===== config.mk =====
export PLATFORM = sky130hd
export DESIGN_NAME = psr_shift_reg
export DESIGN_NICKNAME = d
export VERILOG_FILES = /design/src/psr_pkg.sv /design/src/psr_shift_reg.sv /design/src/psr_skid_buf.sv
export SDC_FILE = /design/constraint.sdc
export NUM_CORES = 1
export LEC_CHECK = 0
export BUFFER_PORTS_ARGS = -buffer_cell sky130_fd_sc_hd__buf_2
export CORE_MARGIN = 2
export CORE_UTILIZATION = 36
export CTS_BUF_LIST = sky130_fd_sc_hd__clkbuf_8 sky130_fd_sc_hd__clkbuf_16
export DETAILED_ROUTE_END_ITERATION = 8
export GPL_TIMING_DRIVEN = 1
export HOLD_SLACK_MARGIN = 0.03
export SYNTH_ARGS = -nofsm -noshare
export SYNTH_HDL_FRONTEND = slang
export SYNTH_HIERARCHICAL = 1
export SYNTH_SLANG_ARGS = --single-unit

===== constraint.sdc =====
create_clock -name core_clk_i -period 1.7 [get_ports core_clk_i]
set_input_delay 0.17 -clock core_clk_i [delete_from_list [all_inputs] [get_ports core_clk_i]]
set_output_delay 0.17 -clock core_clk_i [all_outputs]
set_load 0.02 [all_outputs]

===== src/psr_pkg.sv =====
// package of constants for the parallel/serial shift register block
package psr_pkg;
  localparam int          PSR_STAGES      = 8;
  localparam int          PSR_LAST        = PSR_STAGES - 1;
  localparam logic [7:0]  PSR_STAGE_RESET = 8'h00;
  localparam logic        PSR_BIT_RESET   = 1'h0;
  localparam int          PSR_BUF_DEPTH   = 2;
  localparam logic [1:0]  PSR_CNT_ZERO    = 2'h0;
  localparam logic [1:0]  PSR_CNT_ONE     = 2'h1;
  localparam logic [1:0]  PSR_CNT_TWO     = 2'h2;
endpackage


===== src/psr_shift_reg.sv =====
// eight-stage parallel/serial-in, serial-out shift register
`timescale 1ns/1ps
// Functional notes
// - eight stages form a chain and the last one feeds the serial output.
// - with select high an active edge shifts serial_in into stage one.
// - with select low an active edge loads inputs a..h into stages 1..8.
// - on a parallel load the serial input is ignored.
// - apart from clear, stages change only on a rising edge of NOR(clock, clock gate) or when a parked edge fires.
// - either clock input held high freezes all stages, except that an already parked edge still fires.
// - active-low clear forces every stage and the output to zero on the next core_clk_i edge.
module psr_shift_reg
  import psr_pkg::*;
(
  // clock and reset
  input  wire logic       core_clk_i,
  input  wire logic       resetn_i,
  // register controls, sampled on core_clk_i
  input  wire logic       async_clear_n_i,
  input  wire logic       shift_load_select_i,
  input  wire logic       shift_clk_i,
  input  wire logic       clock_gate_input_i,
  // data inputs, bit 7 is input a (first stage), bit 0 is input h
  input  wire logic       serial_in_i,
  input  wire logic [7:0] par_data_i,
  // stage view and serial output
  output logic [7:0]      stages_o,
  output logic            serial_out_o,
  // buffered stream of output bits, one per active edge
  output logic            bit_valid_o,
  output logic            bit_data_o,
  input  wire logic       bit_ready_i,
  output logic            stall_o
);
  logic [7:0] stage_reg;
  logic [7:0] stage_next;
  logic       nor_prev_reg;
  logic       nor_now;
  logic       nor_rise;
  logic       active_edge;
  logic       pend_reg;
  logic       pend_load;
  logic       pend_sel_reg;
  logic       pend_ser_reg;
  logic [7:0] pend_par_reg;
  logic       eff_sel;
  logic       eff_ser;
  logic [7:0] eff_par;
  logic       buf_ready;
  logic       buf_valid;
  logic       buf_data;
  logic       buf_take;
  logic       out_reg;
  logic       valid_reg;
  logic       data_reg;
  logic       stall_reg;

  // combined clock path; either input high holds it low
  assign nor_now     = ~(shift_clk_i | clock_gate_input_i);
  assign nor_rise    = nor_now && !nor_prev_reg;
  // a full buffer with no edge parked defers the edge instead of losing its bit
  assign active_edge = (nor_rise || pend_reg) && buf_ready;
  // park a refused rise; a rise that meets a full buffer with one already
  // parked is dropped, so the controller must not pulse faster than drain
  assign pend_load   = nor_rise && (pend_reg ? buf_ready : !buf_ready);
  // controls of a parked edge replace the live pins when it fires
  assign eff_sel     = pend_reg ? pend_sel_reg : shift_load_select_i;
  assign eff_ser     = pend_reg ? pend_ser_reg : serial_in_i;
  assign eff_par     = pend_reg ? pend_par_reg : par_data_i;

  // next stage value: load a..h, else shift serial_in into stage one
  always_comb begin
    if (!eff_sel) begin
      stage_next = eff_par;
    end else begin
      stage_next = {eff_ser, stage_reg[PSR_STAGES-1:1]};
    end
  end

  // edge history of the combined clock
  always_ff @(posedge core_clk_i or negedge resetn_i) begin
    if (!resetn_i) begin
      nor_prev_reg <= PSR_BIT_RESET;
    end else begin
      nor_prev_reg <= nor_now; // refused rises are parked, not held here
    end
  end

  // parked edge flag; clear drops a parked edge as it drops everything
  always_ff @(posedge core_clk_i or negedge resetn_i) begin
    if (!resetn_i) begin
      pend_reg <= PSR_BIT_RESET;
    end else if (!async_clear_n_i) begin
      pend_reg <= PSR_BIT_RESET;
    end else if (pend_load) begin
      pend_reg <= 1'h1;
    end else if (pend_reg && buf_ready) begin
      pend_reg <= PSR_BIT_RESET;
    end
  end

  // controls captured together with a parked edge
  always_ff @(posedge core_clk_i or negedge resetn_i) begin
    if (!resetn_i) begin
      pend_sel_reg <= PSR_BIT_RESET;
      pend_ser_reg <= PSR_BIT_RESET;
      pend_par_reg <= PSR_STAGE_RESET;
    end else if (pend_load) begin
      pend_sel_reg <= shift_load_select_i;
      pend_ser_reg <= serial_in_i;
      pend_par_reg <= par_data_i;
    end
  end

  // stage chain; clear overrides every other input
  always_ff @(posedge core_clk_i or negedge resetn_i) begin
    if (!resetn_i) begin
      stage_reg <= PSR_STAGE_RESET;
      out_reg   <= PSR_BIT_RESET;
    end else if (!async_clear_n_i) begin
      stage_reg <= PSR_STAGE_RESET;
      out_reg   <= PSR_BIT_RESET;
    end else if (active_edge) begin
      stage_reg <= stage_next;
      out_reg   <= stage_next[0];
    end
  end

  // the clear acts on the next clock: inputs are synchronous here
  psr_skid_buf u_buf (
    .core_clk_i  (core_clk_i),
    .resetn_i    (resetn_i),
    .clear_i     (!async_clear_n_i),
    .in_valid_i  (active_edge && async_clear_n_i),
    .in_data_i   (stage_next[0]),
    .in_ready_o  (buf_ready),
    .out_valid_o (buf_valid),
    .out_data_o  (buf_data),
    .out_ready_i (buf_take)
  );

  // registered stream outputs and stall flag
  always_ff @(posedge core_clk_i or negedge resetn_i) begin
    if (!resetn_i) begin
      valid_reg <= PSR_BIT_RESET;
      data_reg  <= PSR_BIT_RESET;
      stall_reg <= PSR_BIT_RESET;
    end else begin
      if (buf_take || !async_clear_n_i) begin
        valid_reg <= buf_valid && async_clear_n_i;
        data_reg  <= buf_data;
      end
      stall_reg <= !buf_ready;
    end
  end

  assign stages_o     = stage_reg;
  assign serial_out_o = out_reg;
  assign bit_valid_o  = valid_reg;
  assign bit_data_o   = data_reg;
  assign stall_o      = stall_reg;

  // the buffer gives up a bit exactly when the output register takes one
  assign buf_take = !valid_reg || bit_ready_i;
endmodule


===== src/psr_skid_buf.sv =====
// two-entry valid/ready buffer for the serial output bit
`timescale 1ns/1ps
module psr_skid_buf
  import psr_pkg::*;
(
  // clock and reset
  input  wire logic core_clk_i,
  input  wire logic resetn_i,
  input  wire logic clear_i,
  // filling side
  input  wire logic in_valid_i,
  input  wire logic in_data_i,
  output logic      in_ready_o,
  // draining side
  output logic      out_valid_o,
  output logic      out_data_o,
  input  wire logic out_ready_i
);
  logic [1:0] mem_reg;
  logic [1:0] cnt_reg;
  logic       rd_ptr_reg;
  logic       wr_ptr_reg;
  logic       push;
  logic       pop;

  // handshake terms; full refuses new bits so nothing is overwritten
  assign in_ready_o  = (cnt_reg != PSR_CNT_TWO);
  assign out_valid_o = (cnt_reg != PSR_CNT_ZERO);
  assign out_data_o  = mem_reg[rd_ptr_reg];
  assign push        = in_valid_i && in_ready_o;
  assign pop         = out_valid_o && out_ready_i;

  // storage and pointers; clear empties the buffer like reset
  always_ff @(posedge core_clk_i or negedge resetn_i) begin
    if (!resetn_i) begin
      mem_reg    <= PSR_CNT_ZERO;
      cnt_reg    <= PSR_CNT_ZERO;
      rd_ptr_reg <= PSR_BIT_RESET;
      wr_ptr_reg <= PSR_BIT_RESET;
    end else if (clear_i) begin
      mem_reg    <= PSR_CNT_ZERO;
      cnt_reg    <= PSR_CNT_ZERO;
      rd_ptr_reg <= PSR_BIT_RESET;
      wr_ptr_reg <= PSR_BIT_RESET;
    end else begin
      if (push) begin
        mem_reg[wr_ptr_reg] <= in_data_i;
        wr_ptr_reg          <= ~wr_ptr_reg;
      end
      if (pop) begin
        rd_ptr_reg <= ~rd_ptr_reg;
      end
      if (push && !pop) begin
        cnt_reg <= cnt_reg + PSR_CNT_ONE;
      end else if (pop && !push) begin
        cnt_reg <= cnt_reg - PSR_CNT_ONE;
      end
    end
  end
endmodule


==> metrics.txt <==
worst slew pin tran ~0.65 ns; Net Sw Frac 0.250; root buffer cell clkbuf_8; total die area roughly 4600 um^2; initial core utilization 0.371; CTS tree done; CTS Sinks 29; max_cap viols 0; Util after Layout 0.461; first-pass GRT wire length about 5000 um; Setup TNS Final 0 ns; mean cell area of the mapped netlist approximately 12 um^2; Cell Area, Synth between 1000 and 1500 um^2; Remaining DRCs 0; Flop pwr share 0.519; crit path capture type flip-flop; Lkg Pwr 0.904 nW; post-synthesis cell type count 34; Core Box Area 3940 um^2; commonest cells after routing, fill and taps aside dfrtp_1, buf_2, mux2_2; Reg2Reg Depth 6; vias in the first global route 1098; initial antenna violation count 0; Worst R2R Setup Slack 0.09 ns; reg2reg end pend_par_reg[2]; CP delay by family, top flip-flops; Ys Warns 6; Post-synth EDFFs 0; gpl congestion slightly below 0.7; GRT overflow 0; slowest CP cell dfrtp_2; fmax between 600 and 700 MHz; FF+latch area approximately 730 um^2; clock power share 0.374; initial drt markers roughly 60; drt pass-1 iters 4; number of fill cells in the layout about 370; Req. time, crit path between 1.5 and 2 ns; Gate power share 0.107; Int Pwr between 0.001 and 0.0015 W; total net switching power 0.000355 W; worst clock skew 0.00865 ns; commonest non-fill, non-tap cell in the layout dfrtp_1; final count of hold timing violations 0; fin. max-slew vios 0; hold path start shift_clk_i; Hold Crit Endpoint nor_prev_reg; layout cells sized above 1 0.427; worst r2r src u_buf/cnt_reg[0]; syn nets around 140; Clock transition at path regs about 0.060 ns; RSZ-0062 raised after global routing yes; Clock Latency Late Sink about 0.28 ns; total wire length 3020 um; flops & latches, synth 29; CP Class flip-flop to flip-flop; final setup vio count 0; layout net count 180; register area share after synthesis 0.497; Vias/cell slightly below 5; drt wl/cell 14.1 um; antenna-violating nets left 0; CTS max path bufs 2; post-placement cell count just over 200; htree depth 2; Multi-input gate area between 600 and 700 um^2; I/O Pins 28; Main synth FF type dfrtp_1; Worst setup SP type flip-flop; Async S/R FF share, synth 1.00; Area growth syn-to-layout 24.4%; slowest stage delay, CP roughly 0.42 ns; Die Wd a little under 70 um; non-filler instance count after layout between 200 and 250; Setup WS post-layout around 0.091 ns; worst IR drop on VDD ~0.43 mV; WP buf/inv 2; die height approximately 68 um; PwrDens 781 nW/um^2; Final Cycle Share 0.946; gr usage total 0.156; row cnt 23; largest net degree at the start of global routing 30; number of port buffers 27; DP HPWL roughly 2200 um; Tmin final 1.61 ns; critical-path cell list nor2b_4 -> inv_2 -> ha_4 -> nor4_4 -> buf_6 -> mux2_2; status completed; Hold Path Class input port to flip-flop; Ant. Diodes 0; Post-Synthesis Cells 124; WHS Path Cells 2; WP data arrival 1.77 ns; via count approximately 1100; CP Max Fanout 11; max_slew headroom 0.563; CTS Buf Count 5; DP Worst Slack 0.0572 ns
-- layer usage --
metal  global-route usage  part of all wire  up-vias
met1                0.179              0.45      510
met4               0.0689             0.019        0
li1                     -                 -      517
met5                    0                 0        -
met3               0.0483             0.050        6
met2                0.265              0.48       26
-- per-stage QoR --
step | instance area (um^2) | power [W] | hold slack [ns]
global placement | 1720 | 0.000895 | 0.229
finish | 1820 | 0.00142 | 0.0971
global route | 1820 | 0.00149 | 0.0977
detailed placement | 1720 | 0.000901 | 0.243
floorplan | 1480 | 0.000831 | -0.126
CTS | 1810 | 0.00144 | 0.0884
-- how the worst max path moves through the flow --
| stage | startpoint | to | slack [ns] | depth (start not counted) |
|---|---|---|---|---|
| 2_1_floorplan | u_buf/cnt_reg[0] | u_buf/cnt_reg[1] | 0.03 | 9 |
| 3_3_place_gp | u_buf/cnt_reg[0] | pend_par_reg[3] | 0.09 | 6 |
| 3_5_place_dp | u_buf/cnt_reg[0] | pend_sel_reg | 0.06 | 6 |
| 4_1_cts | u_buf/cnt_reg[0] | pend_sel_reg | 0.05 | 6 |
| 5_1_grt | u_buf/cnt_reg[0] | pend_ser_reg | -0.02 | 6 |
| 6_report | u_buf/cnt_reg[0] | pend_par_reg[2] | 0.09 | 6 |
-- synth_stat cells, types with 2 or more instances --
cell type | number | area [um^2]
mux2i_1 | 10 | 100
o2bb2ai_1 | 2 | 17.5
nor2_1 | 7 | 26.3
buf_4 | 3 | 22.5
mux2_2 | 18 | 203
inv_1 | 7 | 26.3
nand2_1 | 11 | 41.3
dfrtp_1 | 29 | 726
o22ai_1 | 6 | 37.5
o21ai_0 | 3 | 15.0
a21oi_1 | 4 | 20.0
nand2b_1 | 2 | 12.5
-- power groups by stage --
stage	clock network [W]	logic, W	registers [W]
floorplan	0	0.0000756	0.000756
global placement	0	0.000148	0.000747
detailed placement	0	0.000152	0.000749
finish	0.000531	0.000152	0.000736
CTS	0.000553	0.000154	0.000736
global route	0.000584	0.000170	0.000740
-- logic make-up (layout without fill, tap and decap cells) --
| kind of cell | after synthesis | after routing | synth area share |
|---|---|---|---|
| buffers and inverters | 13 | 53 | 0.0419 |
| muxes | 30 | 30 | 0.241 |
| xor gates and xnor gates | 1 | 1 | 0.00599 |
| adders and majority gates | 1 | 1 | 0.00856 |
| AOI/OAI and AO/OA | 21 | 21 | 0.0968 |
| DFF | 29 | 29 | 0.497 |
| and+or+nand+nor | 29 | 29 | 0.110 |
-- cell type report --
type,count,area share
sequential,29,0.400
multi-input combinational,82,0.385
timing repair buffer,37,0.119
clock buffer,5,0.0379
tap,50,0.0344
inverter,8,0.0165
clock inverter,3,0.00757
-- worst reg2reg max path: stages (launching register included) --
cell and delay [ns]:
dfrtp_2 0.42, nor2b_4 0.12, inv_2 0.06, ha_4 0.21, nor4_4 0.14, buf_6 0.19, mux2_2 0.35
-- timing repair --
action | in CTS | in global routing
hold buffers | 1 | 0
hold endpoints to repair | 29 | 0
setup buffers | 0 | 0
resized for setup | 0 | 2
endpoints found under the setup margin | 0 | 10
Power figures use the tool's default switching activity.
